### src/fap_pkg.sv
/*
  constants and types for the flash access protection block.
  assumes an 8 kB flash in 512-byte pages with a special-function
  register port driven by the core on the same clock.
*/
package fap_pkg;
  localparam int unsigned FAP_ADDR_W = 13;
  localparam int unsigned FAP_PAGE_W = 4;
  localparam int unsigned FAP_PAGE_LSB = 9;   // 512-byte pages
  // top reserved page, 0x1e00..0x1fff
  localparam logic [FAP_PAGE_W-1:0] FAP_RSVD_PAGE = 4'hf;
  // lock byte is the last byte of user space
  localparam logic [FAP_ADDR_W-1:0] FAP_LOCK_ADDR = 13'h1dff;
  localparam logic [FAP_PAGE_W-1:0] FAP_LOCK_PAGE = 4'he;
  // special-function register addresses
  localparam logic [7:0] FAP_SFR_CTRL = 8'h8f;
  localparam logic [7:0] FAP_SFR_KEY = 8'hb7;
  localparam logic [7:0] FAP_SFR_SCALE = 8'hb6;
  // field positions
  localparam int unsigned FAP_WE_BIT = 0;
  localparam int unsigned FAP_EE_BIT = 1;
  localparam int unsigned FAP_OSE_BIT = 7;
  // reset values
  localparam logic [7:0] FAP_SCALE_RST = 8'h80;
  localparam logic [1:0] FAP_CTRL_RST = 2'h0;
  localparam logic [7:0] FAP_LOCKB_RST = 8'hff;
  // unlock codes
  localparam logic [7:0] FAP_KEY1 = 8'ha5;
  localparam logic [7:0] FAP_KEY2 = 8'hf1;

  typedef enum logic [1:0] {
    FAP_KEY_IDLE = 2'b00,
    FAP_KEY_HALF = 2'b01,
    FAP_KEY_OPEN = 2'b10,
    FAP_KEY_DEAD = 2'b11
  } fap_key_type;

  typedef struct packed {
    fap_key_type key;
    logic [1:0] ctrl;
    logic scale_ose;
    logic [7:0] lockb;
    logic [7:0] sfr_rdata;
    logic fw_grant;
    logic dbg_grant;
    logic err_rst;
  } fap_state_type;
endpackage

### src/fap_flash_protect.sv
/*
  flash access protection: key lock, write/erase enables, lock byte
  page protection for firmware and debug port accesses.
  assumes single-cycle request strobes from core and debug logic on
  mclk_in, and that the flash macro acts only on the grant pulses.
  the lock byte shadow is loaded by the flash controller after boot;
  until then the reset value leaves every page unlocked.
  the error reset output must be fed back into the system reset,
  which also clears the key state held here.
*/
`timescale 1ns/100ps
module fap_flash_protect
  import fap_pkg::*;
(
  input wire logic mclk_in,
  input wire logic nrst_in,
  // special-function register port
  input wire logic sfr_wr_in,
  input wire logic sfr_rd_in,
  input wire logic [7:0] sfr_addr_in,
  input wire logic [7:0] sfr_wdata_in,
  output logic [7:0] sfr_rdata_out,
  // firmware flash requests
  input wire logic xwr_in,
  input wire logic cread_in,
  input wire logic xrd_in,
  input wire logic [FAP_ADDR_W-1:0] fw_addr_in,
  input wire logic [7:0] fw_wdata_in,
  input wire logic [FAP_ADDR_W-1:0] fetch_addr_in,
  output logic xwr_to_ram_out,
  output logic xrd_to_ram_out,
  output logic fw_grant_out,
  // debug port requests
  input wire logic dbg_rd_in,
  input wire logic dbg_wr_in,
  input wire logic dbg_erase_in,
  input wire logic dbg_chip_erase_in,
  input wire logic [FAP_ADDR_W-1:0] dbg_addr_in,
  input wire logic [7:0] dbg_wdata_in,
  output logic dbg_grant_out,
  output logic dbg_refused_out,
  // shadow of lock byte, loaded by flash controller at boot
  input wire logic lockb_load_in,
  input wire logic [7:0] lockb_value_in,
  output logic [7:0] lockb_out,
  // status
  output logic store_write_enable_out,
  output logic store_erase_enable_out,
  output logic read_oneshot_enable_out,
  output logic key_open_out,
  output logic key_dead_out,
  output logic flash_err_rst_out
);

  // whole state of the block, fields listed in the package
  fap_state_type st_reg;
  fap_state_type st_next;

  // lock state and code classification
  logic lock_pg_locked;
  logic fw_from_locked;
  logic store_write_enable;
  logic store_erase_enable;
  // firmware request decode
  logic fw_req;
  logic fw_erase;
  logic fw_ok;
  // debug request decode
  logic dbg_req;
  logic dbg_ok;
  // page numbers of target and issuing code
  logic [FAP_PAGE_W-1:0] fw_pg;
  logic [FAP_PAGE_W-1:0] dbg_pg;
  logic [FAP_PAGE_W-1:0] code_pg;
  logic fw_is_lockb;
  logic dbg_is_lockb;
  logic lockb_zero_to_one;
  // register port decode
  logic sfr_wr_ctrl;
  logic sfr_wr_scale;
  logic sfr_wr_key;

  // page locked test; count is the ones complement of the lock byte
  // nine bits so a count of 255 never wraps; pages 14 and 15 fall
  // inside a large count and are handled by their own checks
  function automatic logic pg_locked(input logic [FAP_PAGE_W-1:0] pg,
                                     input logic [7:0] lockb);
    logic [8:0] cnt;
    cnt = {1'b0, ~lockb};
    pg_locked = ({5'h00, pg} < cnt);
  endfunction

  // control register fields
  assign store_write_enable = st_reg.ctrl[FAP_WE_BIT];
  assign store_erase_enable = st_reg.ctrl[FAP_EE_BIT];
  // page numbers are the address bits above the page offset
  assign fw_pg = fw_addr_in[FAP_ADDR_W-1:FAP_PAGE_LSB];
  assign dbg_pg = dbg_addr_in[FAP_ADDR_W-1:FAP_PAGE_LSB];
  assign code_pg = fetch_addr_in[FAP_ADDR_W-1:FAP_PAGE_LSB];
  // register write strobes, one per mapped register
  assign sfr_wr_ctrl = sfr_wr_in && (sfr_addr_in == FAP_SFR_CTRL);
  assign sfr_wr_scale = sfr_wr_in && (sfr_addr_in == FAP_SFR_SCALE);
  assign sfr_wr_key = sfr_wr_in && (sfr_addr_in == FAP_SFR_KEY);
  assign fw_is_lockb = (fw_addr_in == FAP_LOCK_ADDR);
  assign dbg_is_lockb = (dbg_addr_in == FAP_LOCK_ADDR);
  assign lock_pg_locked = (st_reg.lockb != FAP_LOCKB_RST);
  assign fw_from_locked = pg_locked(code_pg, st_reg.lockb);
  // flash writes only with write enable; reads always to ram
  assign fw_req = (xwr_in && store_write_enable) || cread_in;
  assign fw_erase = xwr_in && store_erase_enable;
  assign xwr_to_ram_out = xwr_in && !store_write_enable;
  assign xrd_to_ram_out = xrd_in;
  // debug read, write or page erase; chip erase is separate
  assign dbg_req = dbg_rd_in || dbg_wr_in || dbg_erase_in;
  // a write may only clear lock bits
  // any data bit that would raise a cleared lock bit is an attack or a
  // bug; both are treated as a forbidden access
  assign lockb_zero_to_one = |(fw_wdata_in & ~st_reg.lockb);

  // firmware permission check
  // checks are ordered: reserved area first so that nothing can open
  // it, then the always readable lock byte, then the lock page, then
  // plain pages; the order is what makes the rules compose
  always_comb begin
    fw_ok = 1'b1;
    if (fw_pg == FAP_RSVD_PAGE) begin
      fw_ok = 1'b0;
    end else if (cread_in && fw_is_lockb) begin
      fw_ok = 1'b1;
    end else if (fw_pg == FAP_LOCK_PAGE) begin
      if (fw_erase) begin
        fw_ok = 1'b0;
      end else if (!fw_from_locked && lock_pg_locked) begin
        fw_ok = 1'b0;
      end else if (xwr_in && fw_is_lockb && lockb_zero_to_one) begin
        fw_ok = 1'b0;
      end
    end else if (pg_locked(fw_pg, st_reg.lockb) && !fw_from_locked) begin
      // locked pages only from locked code
      fw_ok = 1'b0;
    end else begin
      // unlocked pages open to all code
      fw_ok = 1'b1;
    end
  end

  // debug permission check
  // the debug port has no notion of code page, so it only sees
  // the lock state of the target page
  always_comb begin
    dbg_ok = 1'b1;
    if (dbg_pg == FAP_RSVD_PAGE) begin
      dbg_ok = 1'b0;
    end else if (dbg_rd_in && dbg_is_lockb) begin
      dbg_ok = 1'b1;
    end else if (dbg_pg == FAP_LOCK_PAGE) begin
      dbg_ok = !lock_pg_locked;
    end else begin
      dbg_ok = !pg_locked(dbg_pg, st_reg.lockb);
    end
  end

  // next-state logic
  // grants and the error request are one-cycle pulses, so they are
  // cleared first and only set by the paths below
  always_comb begin
    st_next = st_reg;
    st_next.fw_grant = 1'b0;
    st_next.dbg_grant = 1'b0;
    st_next.err_rst = 1'b0;
    // register writes
    if (sfr_wr_ctrl) begin
      st_next.ctrl = sfr_wdata_in[1:0];
    end
    if (sfr_wr_scale) begin
      st_next.scale_ose = sfr_wdata_in[FAP_OSE_BIT];
    end
    // key sequence; dead state holds until reset
    // timing between the two codes is free; only values and order count
    if (sfr_wr_key) begin
      case (st_reg.key)
        FAP_KEY_IDLE: begin
          // first code must open the sequence
          if (sfr_wdata_in == FAP_KEY1) begin
            st_next.key = FAP_KEY_HALF;
          end else begin
            st_next.key = FAP_KEY_DEAD;
          end
        end
        FAP_KEY_HALF: begin
          // second code completes it
          if (sfr_wdata_in == FAP_KEY2) begin
            st_next.key = FAP_KEY_OPEN;
          end else begin
            st_next.key = FAP_KEY_DEAD;
          end
        end
        FAP_KEY_OPEN: begin
          // a third code breaks the order
          st_next.key = FAP_KEY_DEAD;
        end
        FAP_KEY_DEAD: begin
          // only a system reset leaves this state
          st_next.key = FAP_KEY_DEAD;
        end
        default: begin
          st_next.key = FAP_KEY_DEAD;
        end
      endcase
    end
    // firmware flash access
    // a refused access never reaches the flash; the error reset that
    // follows restarts the core, so an open lock is closed as well
    if (fw_req) begin
      if (!fw_ok) begin
        st_next.err_rst = 1'b1;
        if (st_reg.key == FAP_KEY_OPEN) begin
          st_next.key = FAP_KEY_IDLE;
        end
      end else if (cread_in) begin
        st_next.fw_grant = 1'b1;
      end else if (st_reg.key != FAP_KEY_OPEN) begin
        // write without key kills the lock
        st_next.key = FAP_KEY_DEAD;
      end else begin
        // enables already part of fw_req and fw_erase
        st_next.fw_grant = 1'b1;
        st_next.key = FAP_KEY_IDLE;
        // shadow follows a granted lock byte write
        if (!fw_erase && fw_is_lockb) begin
          st_next.lockb = st_reg.lockb & fw_wdata_in;
        end
      end
    end
    // debug accesses; writes can only clear lock bits
    // chip erase wins over any other debug request in the same cycle
    if (dbg_chip_erase_in) begin
      st_next.lockb = FAP_LOCKB_RST;
      st_next.dbg_grant = 1'b1;
    end else if (dbg_req && dbg_ok) begin
      st_next.dbg_grant = 1'b1;
      // a debug write can only clear bits, as the flash would
      if (dbg_wr_in && dbg_is_lockb) begin
        st_next.lockb = st_reg.lockb & dbg_wdata_in;
      end else if (dbg_erase_in && dbg_pg == FAP_LOCK_PAGE) begin
        // erasing the lock page restores the lock byte
        st_next.lockb = FAP_LOCKB_RST;
      end
    end
    // boot load of the shadow wins; it mirrors what the flash holds
    if (lockb_load_in) begin
      st_next.lockb = lockb_value_in;
    end
    // register read data
    // the key register reads as zero so the codes cannot be snooped
    st_next.sfr_rdata = 8'h00;
    if (sfr_rd_in) begin
      case (sfr_addr_in)
        FAP_SFR_CTRL: begin
          // enables in the low two bits
          st_next.sfr_rdata = {6'h00, st_reg.ctrl};
        end
        FAP_SFR_SCALE: begin
          // reserved bits read as zero
          st_next.sfr_rdata = {st_reg.scale_ose, 7'h00};
        end
        default: begin
          // unmapped and key reads give zero
          st_next.sfr_rdata = 8'h00;
        end
      endcase
    end
  end

  // state register
  // one register for all state keeps reset values in one place
  always_ff @(posedge mclk_in or negedge nrst_in) begin
    if (!nrst_in) begin
      st_reg <= '{
        key: FAP_KEY_IDLE,
        ctrl: FAP_CTRL_RST,
        scale_ose: FAP_SCALE_RST[FAP_OSE_BIT],
        lockb: FAP_LOCKB_RST,
        sfr_rdata: 8'h00,
        fw_grant: 1'b0,
        dbg_grant: 1'b0,
        err_rst: 1'b0
      };
    end else begin
      // registered copy of the next state
      st_reg <= st_next;
    end
  end

  // outputs from registers, except the refusal flag
  // the refusal flag is combinational so the debug logic can abort
  // the transfer in the cycle it is asked for; a chip erase is never
  // refused, since it wipes whatever it would expose
  assign sfr_rdata_out = st_reg.sfr_rdata;
  assign fw_grant_out = st_reg.fw_grant;
  assign dbg_grant_out = st_reg.dbg_grant;
  assign dbg_refused_out = dbg_req && !dbg_ok && !dbg_chip_erase_in;
  assign lockb_out = st_reg.lockb;
  assign store_write_enable_out = store_write_enable;
  assign store_erase_enable_out = store_erase_enable;
  assign read_oneshot_enable_out = st_reg.scale_ose;
  assign key_open_out = (st_reg.key == FAP_KEY_OPEN);
  assign key_dead_out = (st_reg.key == FAP_KEY_DEAD);
  assign flash_err_rst_out = st_reg.err_rst;
endmodule

### config.mk
export PLATFORM = sky130hd
export DESIGN_NAME = fap_flash_protect
export DESIGN_NICKNAME = d
export VERILOG_FILES = /design/src/fap_pkg.sv /design/src/fap_flash_protect.sv
export SDC_FILE = /design/constraint.sdc
export NUM_CORES = 1
export LEC_CHECK = 0
export ABC_AREA = 1
export BUFFER_PORTS_ARGS = -buffer_cell sky130_fd_sc_hd__buf_2
export CAP_MARGIN = 20
export CORE_MARGIN = 3
export CORE_UTILIZATION = 30
export DETAILED_ROUTE_END_ITERATION = 10
export SKIP_CTS_REPAIR_TIMING = 1
export SYNTH_ARGS = -nofsm -noshare
export SYNTH_HDL_FRONTEND = slang
export SYNTH_SLANG_ARGS = --single-unit
### constraint.sdc
create_clock -name mclk_in -period 3.87 [get_ports mclk_in]
set_input_delay 0.387 -clock mclk_in [delete_from_list [all_inputs] [get_ports mclk_in]]
set_output_delay 0.387 -clock mclk_in [all_outputs]
set_load 0.02 [all_outputs]
Yosys cells after proc, flatten, opt, wreduce, memory -nomap -nowiden
Index checks and enable logic that the tools add are counted.
Word-level totals
  bits in registers: 24
  bits of input ports: 91
Operators by class
  magnitude comparators: 3
  eq/ne operators: 16
  mux-type cells: 39
  bitwise gates (word level): 4
  reduce and logical (&&, ||, !) cells: 31
Operators with widths (count)
  2-to-1 mux 8 bit: 11
  equality test 8 bit, second input constant: 5
  equality test 13 bit, second input constant: 2
  AND 8 bit: 3
  less-than comparator 4 x 8 -> 1 bit: 3
  2-to-1 mux 1 bit: 19
  logical AND 1 bit: 18
  equality test 4 bit, second input constant: 4
  case mux 8 bit (2 select lines): 1
  2-to-1 mux 2 bit: 7
  inequality test 8 bit, second input constant: 1
  inverter 8 bit: 1
  OR reduction 8 bit: 1
  logical NOT 1 bit: 7
  case mux 2 bit (3 select lines): 1
  equality test 2 bit, second input constant: 2
  logical OR 1 bit: 3
  equality test 2 x 1 -> 1 bit, second input constant: 1
  logical NOT 2 bit: 1
  inequality test 2 bit, second input constant: 1
  OR reduction 2 bit: 1

Longest topological paths before layout
Gate-level depths: netlist of run 1.
  depth after elaboration: 17
  gate-level depth with buffers: 15
  mapped depth without buffers: 15

Worst setup path after synthesis of run 1
Ideal clock, no wire load.
  path type: register to output
  start point: reg st_reg, in the netlist lockb_out[1]
  end point: out dbg_refused_out
  arrival: 1.519 ns
  data required time: 3.483 ns
  setup slack: 1.964 ns
  stages on the path, launching flop included: 9
  buffers on the path: 0
  cells stage by stage: dfstp_2 -> ha_1 -> o21ai_0 -> nand2_1 -> nand3_1 -> nand2_1 -> nand3_1 -> nand3_1 -> nor2_1
Between the ends
  longest elaborated chain between the ends: 9
  elaborated cells between the ends (all ways): 11
Ends and longest elaborated chain
  start: declaration: RTL line fap_flash_protect.sv:56  | fap_state_type st_reg;
  start signal: assignment: RTL line fap_flash_protect.sv:279  | st_reg <= '{
  start signal: assignment: RTL line fap_flash_protect.sv:291  | st_reg <= st_next;
  inverter 8 bit: RTL line fap_flash_protect.sv:89  | cnt = {1'b0, ~lockb};
  less-than comparator 4 x 8 -> 1 bit: RTL line fap_flash_protect.sv:90  | pg_locked = ({5'h00, pg} < cnt);
  logical NOT 1 bit: RTL line fap_flash_protect.sv:159  | dbg_ok = !pg_locked(dbg_pg, st_reg.lockb);
  2-to-1 mux 1 bit *: RTL line fap_flash_protect.sv:156  | end else if (dbg_pg == FAP_LOCK_PAGE) begin
  2-to-1 mux 1 bit *: RTL line fap_flash_protect.sv:154  | end else if (dbg_rd_in && dbg_is_lockb) begin
  2-to-1 mux 1 bit *: RTL line fap_flash_protect.sv:152  | if (dbg_pg == FAP_RSVD_PAGE) begin
  logical NOT 1 bit *: RTL line fap_flash_protect.sv:302  | assign dbg_refused_out = dbg_req && !dbg_ok && !dbg_chip_erase_in;
  logical AND 1 bit * (2 in series): RTL line fap_flash_protect.sv:302
  end: declaration: RTL line fap_flash_protect.sv:41  | output logic dbg_refused_out,
Mark *: on every way between the ends. The rest lies on a longest branch, timed or not.

Final worst setup path of run 1
Same ends and word-level chain as after synthesis.

==> qor.yml, run 1 <==
fmax_mhz: 440
crit_slowest_cell: "dfstp_2"
powerDensity_nw_per_um2: 273
area_growth_pct: 26.0
use_met3: 0.0237
post-route-period-util: 0.587
track_usage: 0.147
dpl.hpwl_um: 4690
vias_per_cell: 4.54
crit_chain: "ha_1 > o21ai_0 > nand2_1 > nand3_1 > nand2_1 > nand3_1 > nand3_1 > nor2_1 > buf_2"
io_pins: 118
port_buffers: 101
drtAntennaViolNets: 0
grt_setup_unrepaired: "no"
dieHeight_um: 87.1
num-fill-cells: 684
synth_warnings: 0
critPathTopFamily: "flip-flops"
cts_tree: "yes"
comb_power_share: 0.403
synth_seq_area_share: 0.247
placed_area_um2: 2440
min_period_ns: 2.27
worstPathRequired_ns: 3.48
seqCellArea_um2: 487
largest_reg_flops: 8
ctsLongestPathBuffers: 2
first_pass_iters: 4
grt_max_degree: 20
initial_core_util: 0.321
grt_overflow: 0
dieArea_um2: 7580
multi_input_comb_area_um2: 1210
stdcell_count: 483
fin_nets: 509
cts.clk_slew.worst_paths_ns: 0.07
cts_made_buffers: 3
synth.area.top_cells: "nand2_1 (21%), dfrtp_1 (13%), dfstp_2 (12%)"
p_total_w: 0.000677
clk_latency_ns: 0.25
synth_top_area_frac: 0.213
reg2regPathDepth: 11
tns_ns: 0
layout-drive-gt1-share: 0.338
antenna_found_initial: 0
timing.rr.start: "lockb_out[1]"
wl_per_cell_um: 11.6
synth_area_um2: 1970
grt_pass1_wl_um: 9010
crit_type: "flop to primary output"
swShare: 0.396
diodes: 0
hp-class: "input port to asynchronous set/reset pin"
drv_cap: 0
crit_path_max_fanout: 8
hold_viol_final: 0
synth_cell_types: 33
drv_slew: 0
max_stage_delay_ns: 0.64
internal_power_w: 0.000409
finalInstanceArea_um2: 2480
cts_sinks: 19
die_x_um: 87.1
status: "completed"
h-tree-depth: 1
setup_viol: 0
crit_top_cell: "nand3_1"
routed-via-count: 2192
syn_avg_cell_area_um2: 6.18
grt.busiest_layer: "met2"
mostFrequentLayoutCells: "nand2_1 (112), buf_2 (101), nor2_1 (39), inv_1 (34), nand3_1 (19)"
synth_area_leader_cell: "nand2_1"
dp_cells: 479
path_buf_inv: 1
p_sw_w: 0.000268
grt_util_met2: 0.258
worstPathArrival_ns: 1.89
cp-end-kind: "primary output"
start_kind: "flop"
met1_usage: 0.182
wirelength_um: 5620
layout_commonest_cell: "nand2_1"
synthCells: 319
grt_pass1_vias: 2149
clock_skew_ns: 0.00127
core-area_um2: 6130
rows: 28
clockPowerShare: 0.211
ir_worst_vdd_mv: 0.188
clockRootBuffer: "clkbuf_8"
r2r_slack_ns: 1.82
reg2reg_to: "st_reg[23]"
finalWeightedCongestion: 0.811
drt-initial-drc-count: 88
p_leak_nw: 1.42
pwr-share-seq: 0.386
ys_ff_latch: 19
drcViolationCount: 0
## metal layers
layer | vias to the layer above | share of wire
li1 | 1169 | -
met1 | 960 | 0.44
met2 | 57 | 0.48
met3 | 6 | 0.064
met4 | 0 | 0.015
met5 | - | 0
## through the flow
step	setup WS (ns)	utilization	hold WS [ns]
after floorplan	1.96	-	0.0914
after global placement	1.82	0.398	0.364
after detailed placement	1.81	0.398	0.368
after CTS	1.57	0.405	0.0805
after global routing	1.45	0.405	0.0954
final	1.60	0.405	0.0744
## worst max-delay path by stage
stage / start / endpoint / slack, ns / cells after the start
after floorplan: lockb_out[1] / dbg_refused_out / 1.96 / 8
after global placement: lockb_out[3] / st_reg[23] / 1.82 / 10
after detailed placement: lockb_out[1] / st_reg[23] / 1.81 / 11
after CTS: lockb_out[1] / dbg_refused_out / 1.57 / 9
after global routing: lockb_out[1] / dbg_refused_out / 1.45 / 9
final: lockb_out[1] / dbg_refused_out / 1.60 / 9
## synth_stat cells
cell      count
nand2_1     112
nor2_1       39
inv_1        34
nand3_1      19
buf_4        17
a21oi_1      14
nor3_1       13
dfrtp_1      10
dfstp_2       9
ha_1          9
o21ai_0       6
inv_2         4
nand4_1       4
nor2_2        4
o21ai_2       4
nand2_2       3
o22ai_1       2
a21o_1        1
a21oi_4       1
buf_2         1
buf_6         1
clkbuf_1      1
conb_1        1
mux2_2        1
nand3_2       1
nand3_4       1
nand4_2       1
nor2_4        1
nor3_2        1
nor3_4        1
nor4_1        1
or2_2         1
or3b_2        1
## power by group through the flow
stage	logic, W	registers, W	clock network [W]
after detailed placement	0.000274	0.000266	0
after floorplan	0.000181	0.000264	0
after global placement	0.000270	0.000265	0
after CTS	0.000276	0.000262	0.000149
after global routing	0.000309	0.000266	0.000158
final	0.000273	0.000261	0.000143
## logic make-up after synthesis
logic type | count (synthesis) | share of synthesized area
multiplexers | 1 | 0.00571
buffers and inverters | 58 | 0.147
adder cells (fa/ha/maj) | 9 | 0.0571
AO/OA/AOI/OAI | 28 | 0.0870
flip-flops | 19 | 0.247
AND/OR/NAND/NOR | 203 | 0.454
other | 1 | 0.00190
## layout make-up
class | count | area share
inverter | 38 | 0.0575
multi-input combinational | 246 | 0.487
sequential | 19 | 0.196
tap | 75 | 0.0378
timing repair buffer | 101 | 0.204
clock buffer | 4 | 0.0181
Note: power is estimated with default switching activity, not from simulation.
==> run 2, diff against run 1 <==
ABC_AREA = 0   (was 1)
clock period = 2.2 ns   (was 3.87 ns; I/O delays follow)
==> run 2 against run 1 <==
Against the previous run:
- the flow now finishes with violations (negative setup slack)
- via count is 17% lower
- total power is 41% higher
- die area is 14% lower
- critical path type unchanged
- core utilization is 3.7 points higher
- first-iteration DRC count is 4.5% higher
- largest cell class unchanged
- cell count is 24% lower
- routed wire length is 8.3% lower
==> qor.yml, run 2 <==
status: "finished with violations"  # was completed
violations: "negative setup slack"
synth_seq_area_share: 0.291  # was 0.247
powerDensity_nw_per_um2: 412  # was 273 nW/um2
dieArea_um2: 6500  # was 7580 um2
cp-end-kind: "primary output"  # unchanged
wl_met2_um: 2620  # was 2720 um
fmax_mhz: 432
start_kind: "flop"  # unchanged
initial_core_util: 0.319  # was 0.321
synth.area.top_cells: "dfrtp_1 (15%), dfstp_2 (14%), buf_4 (7.6%)"  # was nand2_1 (21%), dfrtp_1 (13%), dfstp_2 (12%)
synthTopCellsByCount: "inv_1 (22), buf_4 (17), nand2_1 (15)"  # was nand2_1 (112), nor2_1 (39), inv_1 (34)
reg2regPathDepth: 8  # was 11
min_period_ns: 2.32
post-route-period-util: 1.05
worstPathArrival_ns: 2.10  # was 1.89 ns
cts_tree: "yes"  # unchanged
ir_worst_vdd_mv: 0.200  # was 0.188 mV
ys_ff_latch: 19  # unchanged
io_pins: 118  # unchanged
hold_ws_ns: 0.172  # was 0.0744 ns
tns_ns: -0.634  # was 0 ns
setup_viol: 8  # was 0
crit_path_max_fanout: 4  # was 8
layout_commonest_cell: "buf_2"  # was nand2_1
dpl.hpwl_um: 4350  # was 4690 um
holdCritStartpoint: "fw_wdata_in[0]"
ctsLongestPathBuffers: 2  # unchanged
hold_viol_final: 0  # unchanged
wirelength_um: 5160  # was 5620 um
synth_warnings: 0  # unchanged
crit_type: "flop to primary output"  # unchanged
synth_cell_types: 47  # was 33
crit_chain: "ha_4 > o21a_1 > o221a_1 > o21ai_4 > nand2_2 > a211oi_2 > buf_4"  # was ha_1 > o21ai_0 > nand2_1 > nand3_1 > nand2_1 > nand3_1 > nand3_1 > nor2_1 > buf_2
largest_reg_flops: 8  # unchanged
synth_ff_type: "dfrtp_1"  # unchanged
whs_endpoint: "lockb_out[0]"
grt_overflow: 0  # unchanged
dieHeight_um: 80.6  # was 87.1 um
h-tree-depth: 1  # unchanged
r2r_slack_ns: -0.09  # was 1.82 ns
first_pass_iters: 4  # unchanged
grt_pass1_vias: 1758  # was 2149
worstPathRequired_ns: 1.98  # was 3.48 ns
worst_slack_ns: -0.115  # was 1.60 ns
finalInstanceArea_um2: 2310  # was 2480 um2
diodes: 0  # unchanged
antenna_found_initial: 0  # unchanged
routed-via-count: 1830  # was 2192
top_layer: "met4"  # unchanged
grt_setup_unrepaired: "yes"  # was no
clock_skew_ns: 0.00640  # was 0.00127 ns
drtAntennaViolNets: 0  # unchanged
synth_area_um2: 1670  # was 1970 um2
crit_slowest_cell: "dfstp_2"  # unchanged
drv_cap: 0  # unchanged
grt_max_degree: 20  # unchanged
synth_area_leader_cell: "dfrtp_1"  # was nand2_1
rows: 26  # was 28
wl_per_cell_um: 14.0  # was 11.6 um
finalWeightedCongestion: 0.788  # was 0.811
synth-async-reset-ratio: 1.00  # unchanged
clockRootBuffer: "clkbuf_8"  # unchanged
drcViolationCount: 0  # unchanged
max_stage_delay_ns: 0.59  # was 0.64 ns
cts_sinks: 19  # unchanged
synth_top_area_frac: 0.150  # was 0.213
cts.clk_slew.worst_paths_ns: 0.08  # was 0.07 ns
dr_wl_met3_um: 313  # was 360 um
hp-class: "input port to flop"  # was input port to asynchronous set/reset pin
vias_per_cell: 4.97  # was 4.54
area_growth_pct: 38.5  # was 26.0%
reg2reg_to: "lockb_out[6]"  # was st_reg[23]
track_usage: 0.153  # was 0.147
fin_nets: 399  # was 509
p_leak_nw: 1.14  # was 1.42 nW
yosysMostFrequentCell: "inv_1"  # was nand2_1
synthCells: 197  # was 319
drt-initial-drc-count: 92  # was 88
synth_edf_count: 0  # unchanged
core-area_um2: 5240  # was 6130 um2
timing.rr.start: "lockb_out[2]"  # was lockb_out[1]
grt_pass1_wl_um: 7980  # was 9010 um
cts_made_buffers: 3  # unchanged
mostFrequentLayoutCells: "buf_2 (100), inv_1 (22), nand2_1 (14), dfrtp_1 (10)"  # was nand2_1 (112), buf_2 (101), nor2_1 (39), inv_1 (34), nand3_1 (19)
met1Wirelength_um: 2180  # was 2460 um
die_x_um: 80.6  # was 87.1 um
placed_area_um2: 2200  # was 2440 um2
drv_slew: 0  # unchanged
syn_avg_cell_area_um2: 8.48  # was 6.18 um2
port_buffers: 101  # unchanged
clk_latency_ns: 0.26  # was 0.25 ns
whs_path_depth: 3
layout-drive-gt1-share: 0.473  # was 0.338
[run 2: cell count changes after synthesis, sizes merged, moves of 7 or more]
cell,previous run,this run
nand2,115,15
o21ai,10,17
a21oi,15,4
nand3,21,6
a222oi,0,7
inv,38,22
nor2,44,7
nor3,15,7
[run 2: critical path: cells and delay by family, from the launching register on]
family          cells  cell delay (ns)
compound gates      4             0.79
fa+ha+maj           1             0.20
buf+inv             1             0.17
simple gates        1             0.09
flops               1             0.59
[run 2: logic make-up after synthesis]
family,count (synthesis),share of synthesized area
and+or+nand+nor,76,0.266
AOI/OAI and AO/OA,49,0.225
buffers and inverters,40,0.128
DFF,19,0.291
adders and majority gates,9,0.0674
muxes,3,0.0202
other,1,0.00225
[run 2: per-layer routing]
layer / global-route usage / vias to the layer above
met1: 0.198 / 849
met5: 0 / -
li1: - / 917
met4: 0.0321 / 0
met2: 0.268 / 60
met3: 0.0247 / 4
[run 2: worst max path at each step]
| stage | from | end | slack [ns] | depth (start not counted) |
|---|---|---|---|---|
| 2_1_floorplan | lockb_out[2] | dbg_refused_out | 0.04 | 6 |
| 3_3_place_gp | lockb_out[2] | lockb_out[6] | -0.002 | 7 |
| 3_5_place_dp | lockb_out[2] | lockb_out[6] | -0.07 | 7 |
| 4_1_cts | lockb_out[2] | dbg_refused_out | -0.27 | 7 |
| 5_1_grt | lockb_out[2] | dbg_refused_out | -0.19 | 7 |
| 6_report | lockb_out[2] | dbg_refused_out | -0.12 | 7 |
[run 2: final cells by class]
type | instances | area, um2
Timing Repair Buffer | 111 | 589
Sequential cell | 19 | 487
Inverter | 22 | 82.6
Tap cell | 70 | 87.6
Clock buffer | 3 | 41.3
Fill cell | 549 | 2920
Multi-Input combinational cell | 142 | 1020
Clock inverter | 1 | 5.00
[run 2: metrics by stage]
| step | power [W] | std cells | util | setup slack, ns |
|---|---|---|---|---|
| 2_1_floorplan | 0.000567 | 201 | - | 0.0387 |
| 3_3_place_gp | 0.000689 | 361 | 0.421 | -0.00216 |
| 3_5_place_dp | 0.000695 | 361 | 0.421 | -0.0655 |
| 4_1_cts | 0.000949 | 365 | 0.430 | -0.271 |
| 5_1_grt | 0.00102 | 368 | 0.442 | -0.187 |
| 6_report | 0.000953 | 368 | 0.442 | -0.115 |
[run 2: where the power goes]
part | total (W) | internal (W) | switching [W]
combinational | 0.000311 | 0.000147 | 0.000164
sequential | 0.000392 | 0.000376 | 0.0000161
clock | 0.000251 | 0.000126 | 0.000125
total | 0.000953 | 0.000648 | 0.000305
